==> src/acs_pkg.sv <==
// Constants and types for the downstream port access control checks.
package acs_pkg;
  localparam int ACS_TAG_W = 8;
  localparam int ACS_BUS_W = 8;
  localparam int ACS_PORT_W = 4;
  localparam int ACS_NPORTS = 16;
  localparam int ACS_LVL_W = 3;
  localparam logic [ACS_LVL_W-1:0] ACS_LVL_NONE = 3'h0;
  localparam logic [ACS_LVL_W-1:0] ACS_LVL_PEER = 3'h1;
  localparam logic [ACS_LVL_W-1:0] ACS_LVL_UF = 3'h2;
  localparam logic [ACS_LVL_W-1:0] ACS_LVL_TB = 3'h3;
  localparam logic [ACS_LVL_W-1:0] ACS_LVL_SV = 3'h4;
  // Address type field values of untranslated and translated memory requests.
  localparam logic [1:0] ACS_AT_UNTRANS = 2'h0;
  localparam logic [1:0] ACS_AT_TRANS = 2'h2;
  // Bit positions of the check enables in the control word.
  localparam int ACS_EN_SV = 0;
  localparam int ACS_EN_TB = 1;
  localparam int ACS_EN_RR = 2;
  localparam int ACS_EN_CR = 3;
  localparam int ACS_EN_UF = 4;
  localparam int ACS_EN_EC = 5;
  localparam int ACS_EN_DT = 6;
  localparam int ACS_EN_W = 7;
  localparam logic [ACS_EN_W-1:0] ACS_EN_RESET = 7'h00;

  typedef enum logic [1:0] {
    ACS_ACT_PASS = 2'b00,
    ACS_ACT_REDIRECT = 2'b01,
    ACS_ACT_DROP = 2'b10
  } acs_action_e;

  typedef enum logic {
    ACS_ST_EMPTY = 1'b0,
    ACS_ST_FULL = 1'b1
  } acs_state_e;
endpackage

==> src/acs_check_unit.sv <==
// One access check: fires when enabled, applicable and failing.
`timescale 1ns/1ps
`default_nettype none
module acs_check_unit
  import acs_pkg::*;
#(
  parameter logic [ACS_LVL_W-1:0] LEVEL = ACS_LVL_PEER
) (
  input wire logic en_in,
  input wire logic applies_in,
  input wire logic fail_in,
  output logic hit_out,
  output logic [ACS_LVL_W-1:0] level_out
);
  assign hit_out = en_in & applies_in & fail_in;
  assign level_out = hit_out ? LEVEL : ACS_LVL_NONE;
endmodule
`default_nettype wire

==> src/acs_port_check.sv <==
// Access control decision stage for one downstream switch port.
`timescale 1ns/1ps
`default_nettype none
module acs_port_check
  import acs_pkg::*;
(
  input wire logic clk_sys_in,
  input wire logic reset_in,
  input wire logic port_is_dsp_in,
  input wire logic [ACS_EN_W-1:0] acs_enable_in,
  input wire logic [ACS_BUS_W-1:0] sec_bus_in,
  input wire logic [ACS_BUS_W-1:0] sub_bus_in,
  input wire logic [ACS_NPORTS-1:0] egress_block_in,
  input wire logic tlp_valid_in,
  output logic tlp_ready_out,
  input wire logic [ACS_TAG_W-1:0] tlp_tag_in,
  input wire logic tlp_from_link_in,
  input wire logic tlp_is_req_in,
  input wire logic tlp_is_cpl_in,
  input wire logic tlp_is_mem_in,
  input wire logic tlp_posted_in,
  input wire logic tlp_relaxed_in,
  input wire logic [1:0] tlp_at_in,
  input wire logic [ACS_BUS_W-1:0] tlp_req_bus_in,
  input wire logic tlp_to_own_in,
  input wire logic tlp_to_peer_in,
  input wire logic [ACS_PORT_W-1:0] tlp_dest_port_in,
  output logic out_valid_out,
  input wire logic out_ready_in,
  output logic [ACS_TAG_W-1:0] out_tag_out,
  output acs_action_e out_action_out,
  output logic out_abort_cpl_out,
  output logic out_posted_out,
  output logic [ACS_LVL_W-1:0] out_level_out
);
  acs_state_e state_reg;
  acs_state_e state_next;
  logic take;
  logic checked;
  logic is_peer;
  logic sv_fail;
  logic [6:0] hit;
  logic [ACS_LVL_W-1:0] lvl [7];
  logic dt_pass;
  acs_action_e act_next;
  logic [ACS_LVL_W-1:0] level_next;

  // A single in-order stage keeps every packet, redirected or not, behind
  // those taken before it, so no completion can pass an earlier posted one.
  assign tlp_ready_out = (state_reg == ACS_ST_EMPTY) || out_ready_in;
  assign take = tlp_valid_in && tlp_ready_out;
  assign out_valid_out = (state_reg == ACS_ST_FULL);

  // Checking happens only on a downstream switch port for link traffic.
  assign checked = port_is_dsp_in && tlp_from_link_in;
  // Aiming at the own egress link never counts as peer traffic.
  assign is_peer = tlp_to_peer_in && !tlp_to_own_in;
  assign sv_fail = (tlp_req_bus_in < sec_bus_in) ||
                   (tlp_req_bus_in > sub_bus_in);

  acs_check_unit #(.LEVEL(ACS_LVL_SV)) u_sv (
    .en_in(checked && acs_enable_in[ACS_EN_SV]),
    .applies_in(tlp_is_req_in),
    .fail_in(sv_fail),
    .hit_out(hit[0]),
    .level_out(lvl[0])
  );
  acs_check_unit #(.LEVEL(ACS_LVL_TB)) u_tb (
    .en_in(checked && acs_enable_in[ACS_EN_TB]),
    .applies_in(tlp_is_req_in && tlp_is_mem_in),
    .fail_in(tlp_at_in != ACS_AT_UNTRANS),
    .hit_out(hit[1]),
    .level_out(lvl[1])
  );
  acs_check_unit #(.LEVEL(ACS_LVL_UF)) u_uf (
    .en_in(checked && acs_enable_in[ACS_EN_UF]),
    .applies_in(tlp_is_req_in || tlp_is_cpl_in),
    .fail_in(tlp_to_own_in),
    .hit_out(hit[2]),
    .level_out(lvl[2])
  );
  acs_check_unit #(.LEVEL(ACS_LVL_PEER)) u_rr (
    .en_in(checked && acs_enable_in[ACS_EN_RR]),
    .applies_in(tlp_is_req_in && is_peer),
    .fail_in(1'b1),
    .hit_out(hit[3]),
    .level_out(lvl[3])
  );
  acs_check_unit #(.LEVEL(ACS_LVL_PEER)) u_ec (
    .en_in(checked && acs_enable_in[ACS_EN_EC]),
    .applies_in(tlp_is_req_in && is_peer),
    .fail_in(egress_block_in[tlp_dest_port_in]),
    .hit_out(hit[4]),
    .level_out(lvl[4])
  );
  acs_check_unit #(.LEVEL(ACS_LVL_PEER)) u_dt (
    .en_in(checked && acs_enable_in[ACS_EN_DT]),
    .applies_in(tlp_is_req_in && tlp_is_mem_in && is_peer),
    .fail_in(tlp_at_in == ACS_AT_TRANS),
    .hit_out(hit[5]),
    .level_out(lvl[5])
  );
  acs_check_unit #(.LEVEL(ACS_LVL_PEER)) u_cr (
    .en_in(checked && acs_enable_in[ACS_EN_CR]),
    .applies_in(tlp_is_cpl_in && is_peer && !tlp_relaxed_in),
    .fail_in(1'b1),
    .hit_out(hit[6]),
    .level_out(lvl[6])
  );

  // A translated peer memory request under direct translated goes straight
  // to its peer, overriding egress control and request redirect.
  assign dt_pass = hit[5];

  // Only the highest failing check acts; lower ones are ignored.
  always_comb begin
    act_next = ACS_ACT_PASS;
    level_next = ACS_LVL_NONE;
    if (hit[0]) begin
      act_next = ACS_ACT_DROP;
      level_next = lvl[0];
    end else if (hit[1]) begin
      act_next = ACS_ACT_DROP;
      level_next = lvl[1];
    end else if (hit[2]) begin
      act_next = ACS_ACT_REDIRECT;
      level_next = lvl[2];
    end else if (dt_pass) begin
      act_next = ACS_ACT_PASS;
      level_next = lvl[5];
    end else if (hit[4]) begin
      act_next = ACS_ACT_DROP;
      level_next = lvl[4];
    end else if (hit[3]) begin
      act_next = ACS_ACT_REDIRECT;
      level_next = lvl[3];
    end else if (hit[6]) begin
      act_next = ACS_ACT_REDIRECT;
      level_next = lvl[6];
    end
  end

  always_comb begin
    state_next = state_reg;
    unique case (state_reg)
      ACS_ST_EMPTY: begin
        if (take) begin
          state_next = ACS_ST_FULL;
        end
      end
      ACS_ST_FULL: begin
        if (out_ready_in && !take) begin
          state_next = ACS_ST_EMPTY;
        end
      end
    endcase
  end

  always_ff @(posedge clk_sys_in or posedge reset_in) begin
    if (reset_in) begin
      state_reg <= ACS_ST_EMPTY;
    end else begin
      state_reg <= state_next;
    end
  end

  // The tag passes through untouched, so the packet body is not altered.
  always_ff @(posedge clk_sys_in or posedge reset_in) begin
    if (reset_in) begin
      out_tag_out <= '0;
      out_action_out <= ACS_ACT_PASS;
      out_abort_cpl_out <= 1'b0;
      out_posted_out <= 1'b0;
      out_level_out <= ACS_LVL_NONE;
    end else if (take) begin
      out_tag_out <= tlp_tag_in;
      out_action_out <= act_next;
      out_abort_cpl_out <= (act_next == ACS_ACT_DROP) && tlp_is_req_in
                           && !tlp_posted_in;
      out_posted_out <= tlp_posted_in;
      out_level_out <= level_next;
    end
  end
endmodule
`default_nettype wire

==> config.mk <==
export PLATFORM = sky130hd
export DESIGN_NAME = acs_port_check
export DESIGN_NICKNAME = d
export VERILOG_FILES = /design/src/acs_pkg.sv /design/src/acs_check_unit.sv /design/src/acs_port_check.sv
export SDC_FILE = /design/constraint.sdc
export NUM_CORES = 1
export LEC_CHECK = 0
export ABC_AREA = 1
export BUFFER_PORTS_ARGS = -buffer_cell sky130_fd_sc_hd__buf_2
export CORE_MARGIN = 1.5
export CORE_UTILIZATION = 48
export CTS_CLUSTER_DIAMETER = 50
export DETAILED_ROUTE_END_ITERATION = 10
export GPL_TIMING_DRIVEN = 1
export HOLD_SLACK_MARGIN = 0.08
export PLACE_DENSITY = 0.83
export SLEW_MARGIN = 20
export SYNTH_ARGS = -nofsm -noshare
export SYNTH_HDL_FRONTEND = slang
export SYNTH_HIERARCHICAL = 1
export SYNTH_SLANG_ARGS = --single-unit
==> constraint.sdc <==
create_clock -name clk_sys_in -period 2.29 [get_ports clk_sys_in]
set_clock_uncertainty 0.05 [all_clocks]
set_input_delay 0.1145 -clock clk_sys_in [delete_from_list [all_inputs] [get_ports clk_sys_in]]
set_output_delay 0.1145 -clock clk_sys_in [all_outputs]
set_load 0.1 [all_outputs]
Word-level counts from Yosys, hierarchy flattened
Cells that the tools add are included.

storage, ports and cells
  flip-flop bits (word level) = 16
  output and inout port bits = 17

operators by class
  magnitude comparators = 3
  equal/unequal tests = 2
  mux-type cells = 19
  bitwise operators = 13
  reduce and logical (&&, ||, !) cells = 26

operators by type and width
  operator            count
  $logic_and 1x1->1   18
  $mux 2              7
  $and 1x1->1         12
  $mux 1              9
  $gt 8x8->1          1
  $lt 8x8->1          1
  $lt 4x5->1 const B  1
  $bmux 1 s4          1
  $eq 2x2->1 const B  2
  $logic_not 1->1     4
  $logic_or 1x1->1    3
  $mux 3              1
  $pmux 1 s2          1
  $reduce_bool 2->1   1
  $not 1->1           1

Depth between registers and ports, before layout
Gate-level depths: netlist of the first run.

  word-level depth = 15
  mapped depth = 17
  mapped depth without buffers = 16

Cells and area by module
The synthesis of the first run kept the hierarchy.

modules (own cells, without submodules)
  module          times used  cells an instance  area each (µm²)  sequential area each (µm²)
  acs_port_check  1           254                1537.7           400.4
  acs_check_unit  7           7                  40.0             0.0

Least setup slack after synthesis of the first run
Ideal clock, no wire load.

  path kind = register to register
  from = register state_reg (netlist: out_valid_out)
  to = register out_action_out[0]
  arrival time = 2.110 ns
  required time = 2.120 ns
  slack = 0.010 ns
  stages on the path, launching flop included = 7
  path buffers = 1
  period minus slack after synthesis = 2.280 ns
  path through = dfrtp_1 nand2_2 nand2_2 inv_2 buf_4 nand3_1 nand2_1

on the way
  word-level cells in the longest chain between the ends = 3

RTL lines
  element                 line                   text
  from (decl)             acs_port_check.sv:36   acs_state_e state_reg;
  from (signal assigned)  acs_port_check.sv:163  state_reg <= state_next;
  $not 1->1               --
  $logic_or 1x1->1        acs_port_check.sv:50   assign tlp_ready_out = (state_reg == ACS_ST_EMPTY) || out_ready_in;
  via tlp_ready_out       acs_port_check.sv:15   output logic tlp_ready_out,
  $logic_and 1x1->1       acs_port_check.sv:51   assign take = tlp_valid_in && tlp_ready_out;
  to (signal assigned)    acs_port_check.sv:177  out_action_out <= act_next;
  to (decl)               acs_port_check.sv:31   output acs_action_e out_action_out,

The timed path passes the listed nets, and every way through them passes these cells.
A chain may end at the register's enable or synchronous reset.

Worst setup path in the final report of the first run
  from = input tlp_req_bus_in[3]
  to = register out_level_out[1]

on the way
  word-level cells in the longest chain between the ends = 4

RTL lines
  element                                          line                                        text
  from (decl)                                      acs_port_check.sv:24                        input wire logic [ACS_BUS_W-1:0] tlp_req_bus_in,
  $lt 8x8->1 / $gt 8x8->1 (equally long branches)  acs_port_check.sv:58, acs_port_check.sv:59
  $logic_or 1x1->1 (*)                             acs_port_check.sv:58                        assign sv_fail = (tlp_req_bus_in < sec_bus_in) ||
  via sv_fail                                      acs_port_check.sv:41                        logic sv_fail;
  $and 1x1->1 (*)                                  acs_check_unit.sv:15                        assign hit_out = en_in & applies_in & fail_in;
  via hit[0]                                       acs_port_check.sv:42                        logic [6:0] hit;
  $mux 3 (*)                                       acs_port_check.sv:119                       if (hit[0]) begin
  to (signal assigned)                             acs_port_check.sv:181                       out_level_out <= level_next;
  to (decl)                                        acs_port_check.sv:34                        output logic [ACS_LVL_W-1:0] out_level_out

The timed path passes the listed nets; every way through them passes the cells marked *.

==> results.txt, run 1 <==
WHS Path Cells -> 4
Area Overhead vs Synth -> 27.7%
postcts setup bufs -> 0
synth warn -> 6
slowest CP cell -> ha_1
Mean Syn Cell Area -> 6.00 um2
CTS Buf Count -> 3
gr usage total -> 0.186
worst min path class -> primary input to flip-flop
routability cong. -> 0.787
antenna violations before repair -> 0
worst reg2reg path startpoint -> out_valid_out$_DFF_PP0_
Critical Setup Path Class -> primary input to flip-flop
Max Freq -> 647 MHz
total number of vias -> 1,969
hold path startpoint -> out_ready_in
DRT antenna net count -> 0
Die Y -> 64.5 um
synthesized flop and latch total -> 16
final hold violation count -> 0
largest net degree at the start of global routing -> 18
Initial Util -> 0.497
DR iter-0 viols -> 67
share of cells above drive strength 1 -> 0.272
vias in the first global route -> 1,722
most used cell, CP -> nand2_1
number of max-cap violations -> 0
worst-path maximum fanout -> 8
CP Data Arrival Time -> 1.67 ns
H-tree depth -> 1
CP Cell Sequence -> buf_2 > ha_1 > nand2_1 > o21ai_0 > nand2_1 > nand2_1 > nand2_1 > inv_1 > nor2_2 > nor2_1 > inv_1 > nor2_1 > nand2_1 > a21oi_1
CTS Sinks -> 16
I/O pins -> 91
commonest cells after routing, fill and taps aside -> buf_2 (90), nand2_1 (85), inv_1 (62), nor2_1 (27), nand3_1 (17)
Rows -> 22
GRT overflow -> 0
worst r2r dst -> out_action_out[1]$_DFFE_PP0P_
Via density -> 4.51
drt drc -> 0
CP Launch Type -> primary input
Hold Path End -> out_valid_out$_DFF_PP0_
Nets -> 479
status -> finished, final reports clean
synth unique cells -> 22
R2R cell count -> 5
CTS Buffer Depth -> 2
clk_lat worst skew -> 0.25 ns
Mapped Cells -> 303
clock transition at the register clock pins on the worst setup and hold paths after CTS -> 0.06 ns
Peak VDD IR -> 0.000189 V
PortBufs -> 90
antenna cells -> 0
unrepaired setup endpoints after global routing -> no
hold_ws -> 0.0839 ns
Detailed Routing Iterations Pass 1 -> 4
most common cell after layout, fill and taps aside -> buf_2
share of synthesized registers carrying an async set or reset -> 1.00
WL/cell -> 8.52 um
total wire length -> 3730 um
Max-slew headroom -> 0.614
fin util -> 0.634
setup TNS -> 0 ns
first-pass GRT wire length -> 6370 um
Post-synth EDFFs -> 0
max incr delay on CP -> 0.29 ns
Buf/Inv on CP -> 3
core footprint -> 0.00366 mm2
post-synthesis sequential area ratio -> 0.220
main flop type after synthesis -> dfrtp_1
P_leak -> 1.45 nW
Die Width -> 64.5 um
Slew @ Worst Pin -> 0.579 ns
Post-Syn Area -> 0.00182 mm2
Setup-failing EPs final -> 0
detailed placement HPWL -> 3090 um
Critical Path End Type -> flip-flop
worst path required time -> 2.41 ns
PwrDens -> 481 mW/mm2
Period minus WS final -> 1.55 ns
die area -> 0.00417 mm2
Max Slew Vio Count -> 0
TritonCTS clock tree -> built
Final Cycle Share -> 0.675
FF-to-FF setup slack -> 1.01 ns
Top delay family on crit path -> simple AND/OR/NAND/NOR gates
Root Buffer -> clkbuf_8
where the power goes:
group,internal (W),switching (W),total (W)
sequential,0.000316,0.0000163,0.000332
clock,0.000152,0.0000926,0.000245
combinational,0.000141,0.000398,0.000539
kinds of logic after synthesis:
logic type	synth area share
AND/OR/NAND/NOR	0.326
adder cells (fa/ha/maj)	0.103
other	0.0165
flip-flops	0.220
buffers and inverters	0.234
AO/OA/AOI/OAI	0.0998
metrics by stage:
step | instance area [um2] | power (W) | setup slack (ns) | cells
2_1_floorplan | 1840 | 0.000754 | 0.0100 | 310
3_3_place_gp | 2170 | 0.000854 | 0.548 | 423
3_5_place_dp | 2170 | 0.000863 | 0.491 | 423
4_1_cts | 2320 | 0.00112 | 0.747 | 437
5_1_grt | 2320 | 0.00118 | 0.485 | 437
6_report | 2320 | 0.00112 | 0.745 | 437
flip-flops by register name, indices dropped and copies added (netlist names):
| register | count |
|---|---|
| out_action_out | 2 |
| out_abort_cpl_out | 1 |
| out_posted_out | 1 |
| out_level_out | 3 |
| out_tag_out | 8 |
| out_valid_out | 1 |
per-layer routing:
metal	wire, um	share of wire	global-route usage	vias up
met1	1620	0.44	0.208	861
met2	1860	0.50	0.362	57
met5	0	0	0	-
met4	53	0.014	0.0638	0
met3	186	0.050	0.0191	5
li1	-	-	-	1046
how the worst max path moves through the flow:
stage                                  from  slack [ns]  cells past startpoint                             to
floorplan           out_valid_out$_DFF_PP0_        0.01                      6  out_action_out[0]$_DFFE_PP0P_
finish                    tlp_req_bus_in[3]        0.74                     14   out_level_out[1]$_DFFE_PP0P_
detailed placement            sub_bus_in[3]        0.49                     16   out_level_out[1]$_DFFE_PP0P_
global placement              sub_bus_in[3]        0.55                     16   out_level_out[1]$_DFFE_PP0P_
CTS                       tlp_req_bus_in[3]        0.75                     14   out_level_out[0]$_DFFE_PP0P_
global route                  sec_bus_in[3]        0.48                     15   out_level_out[0]$_DFFE_PP0P_
worst min-delay path, cell delays in order:
cell     delay, ns
buf_2         0.07
inv_1         0.04
nand2_2       0.07
nand2_1       0.05
repair_timing:
item	4_1_cts	5_1_grt
gates resized for setup	0	0
hold buffers	10	0
endpoints found under the hold margin	25	0
final cells by class:
cell class	instances	area [um2]
multi-input combinational	206	1020
timing repair buffer	100	551
sequential	16	400
fill	328	1340
inverter	63	236
clock buffer	4	55.1
tap	48	60.1
synthesized netlist by cell type, types with 2 or more instances:
cell type,number,area share
ha_1,15,0.10
o21a_1,2,0.0083
conb_1,8,0.017
nand2_1,85,0.18
a21oi_1,15,0.041
inv_1,62,0.13
nor2_2,7,0.024
dfrtp_1,16,0.22
nor2_1,27,0.056
or2_2,2,0.0069
o21ai_0,11,0.030
nand3_1,17,0.047
o211ai_1,4,0.017
buf_4,23,0.095
nand2_2,2,0.0069
Note: power is estimated with default switching activity, not from simulation.
==> run 2: changes to the inputs <==
- CORE_UTILIZATION: 48 -> 47
- PLACE_DENSITY: 0.83 -> 0.82
- clock period: 2.29 -> 1.5 ns (I/O delays scaled with it)
==> run 2 against run 1 <==
Compared with the run above: worst hold slack better by 0.0027 ns; via count is 3.7% lower; count of clock-buffer cells in the layout stayed put; critical path type is now flip-flop to primary output; largest cell class unchanged.
==> results.txt, run 2 (synthesis results as in run 1) <==
routability cong. -> 0.787
clock transition at the register clock pins on the worst setup and hold paths after CTS -> 0.06 ns
number of max-cap violations -> 0
pre-CTS WS -> -0.186 ns
Die Y -> 65.2 um
max incr delay on CP -> 0.50 ns
CTS Sinks -> 16
postcts setup bufs -> 0
Slew @ Worst Pin -> 0.582 ns
worst path required time -> 1.37 ns
H-tree depth -> 1
Peak VDD IR -> 0.000367 V
largest net degree at the start of global routing -> 17
Largest register FFs -> 8
PnR worst setup slack -> 0.130 ns
gr usage total -> 0.194
Max Freq -> 730 MHz
TritonCTS clock tree -> built
vias in the first global route -> 1,783
worst min path class -> primary input to flip-flop
die area -> 0.00425 mm2
Top reg by flops -> out_tag_out
Critical Setup Path Class -> flip-flop to primary output
first-pass GRT wire length -> 6640 um
I/O pins -> 91
Largest regs -> out_tag_out: 8 flops, out_level_out: 3 flops, out_action_out: 2 flops
share of cells above drive strength 1 -> 0.299
PortBufs -> 90
hold_ws -> 0.0867 ns
detailed placement HPWL -> 3080 um
Post-Layout Cell Count -> 442
Top delay family on crit path -> flip-flops
Buf/Inv on CP -> 1
Area Overhead vs Synth -> 33.4%
P_leak -> 1.48 nW
Detailed Routing Iterations Pass 1 -> 4
Final Cycle Share -> 0.913
most common cell after layout, fill and taps aside -> buf_2
CP Launch Type -> flip-flop
Max-slew headroom -> 0.611
final hold violation count -> 0
Critical Path End Type -> primary output
commonest cells after routing, fill and taps aside -> buf_2 (90), nand2_1 (85), inv_1 (60), nor2_1 (23), nand3_1 (17)
Via density -> 4.29
Max Slew Vio Count -> 0
total number of vias -> 1,897
Inst Count DP -> 426
core footprint -> 0.00369 mm2
GRT overflow -> 0
Period minus WS final -> 1.37 ns
Setup-failing EPs final -> 0
Root Buffer -> clkbuf_8
DRT antenna net count -> 0
Rows -> 22
CP Data Arrival Time -> 1.24 ns
setup TNS -> 0 ns
fin util -> 0.658
DR iter-0 viols -> 44
PwrDens -> 715 mW/mm2
Initial Util -> 0.493
drt drc -> 0
CP Cell Sequence -> nand2_8 > buf_2
worst-path maximum fanout -> 3
Nets -> 484
status -> finished, final reports clean
antenna cells -> 0
slowest CP cell -> dfrtp_4
CTS Buffer Depth -> 2
total wire length -> 3980 um
WL/cell -> 9.00 um
CTS Buf Count -> 3
antenna violations before repair -> 0
Die Width -> 65.2 um
clk_lat worst skew -> 0.24 ns
==> run 2: cell types whose count changed in the layout (fill, tap and decap cells not counted), sizes merged <==
cell	before	now
buf	90	93
dlygate4sd3	10	12
==> run 2: path summary, 6_finish.rpt <==
path / start / to / slack, ns / cells after the start
setup / recovery: out_valid_out$_DFF_PP0_ / tlp_ready_out / 0.13 / 2
hold / removal: tlp_is_req_in / out_abort_cpl_out$_DFFE_PP0P_ / 0.09 / 3
setup reg to reg: out_valid_out$_DFF_PP0_ / out_valid_out$_DFF_PP0_ / 0.16 / 3
hold reg to reg: out_tag_out[7]$_DFFE_PP0P_ / out_tag_out[7]$_DFFE_PP0P_ / 0.42 / 2
max in group asynchronous: reset_in / out_valid_out$_DFF_PP0_ / 0.57 / 3
min in group asynchronous: reset_in / out_tag_out[6]$_DFFE_PP0P_ / 0.39 / 3
==> run 2: stage by stage <==
step           power, W  instance area (um2)
2_1_floorplan   0.00116                 1870
3_3_place_gp    0.00132                 2210
6_report        0.00173                 2430
5_1_grt         0.00184                 2430
3_5_place_dp    0.00133                 2210
4_1_cts         0.00173                 2390
==> run 2: tightest hold or removal path, cell delays in order <==
cell and delay (ns):
buf_2 0.14, nand3_1 0.08, o21ai_1 0.05
==> run 2: layout make-up <==
type	instances	area (um2)
clock buffers	4	55.1
fillers	364	1260
inverters	63	236
multi-input cells	206	1070
flip-flops and latches	16	404
well taps	48	60.1
repair buffers	105	597
==> run 2: report_power, final <==
part	switching [W]	total, W	internal (W)
clock network	0.000138	0.000371	0.000233
registers	0.0000259	0.000509	0.000483
logic	0.000622	0.000855	0.000233
==> run 2: metal layers <==
layer,up-vias,part of all wire,global-route usage
met1,768,0.43,0.211
met4,0,0.021,0.0703
met5,-,0,0
li1,1058,-,-
met2,63,0.49,0.371
met3,8,0.056,0.0342
==> run 2: timing repair <==
item | 4_1_cts | 5_1_grt
endpoints found under the hold margin | 27 | 0
setup endpoints to repair | 0 | 5
gates resized for setup | 0 | 13
hold buffers | 12 | 0
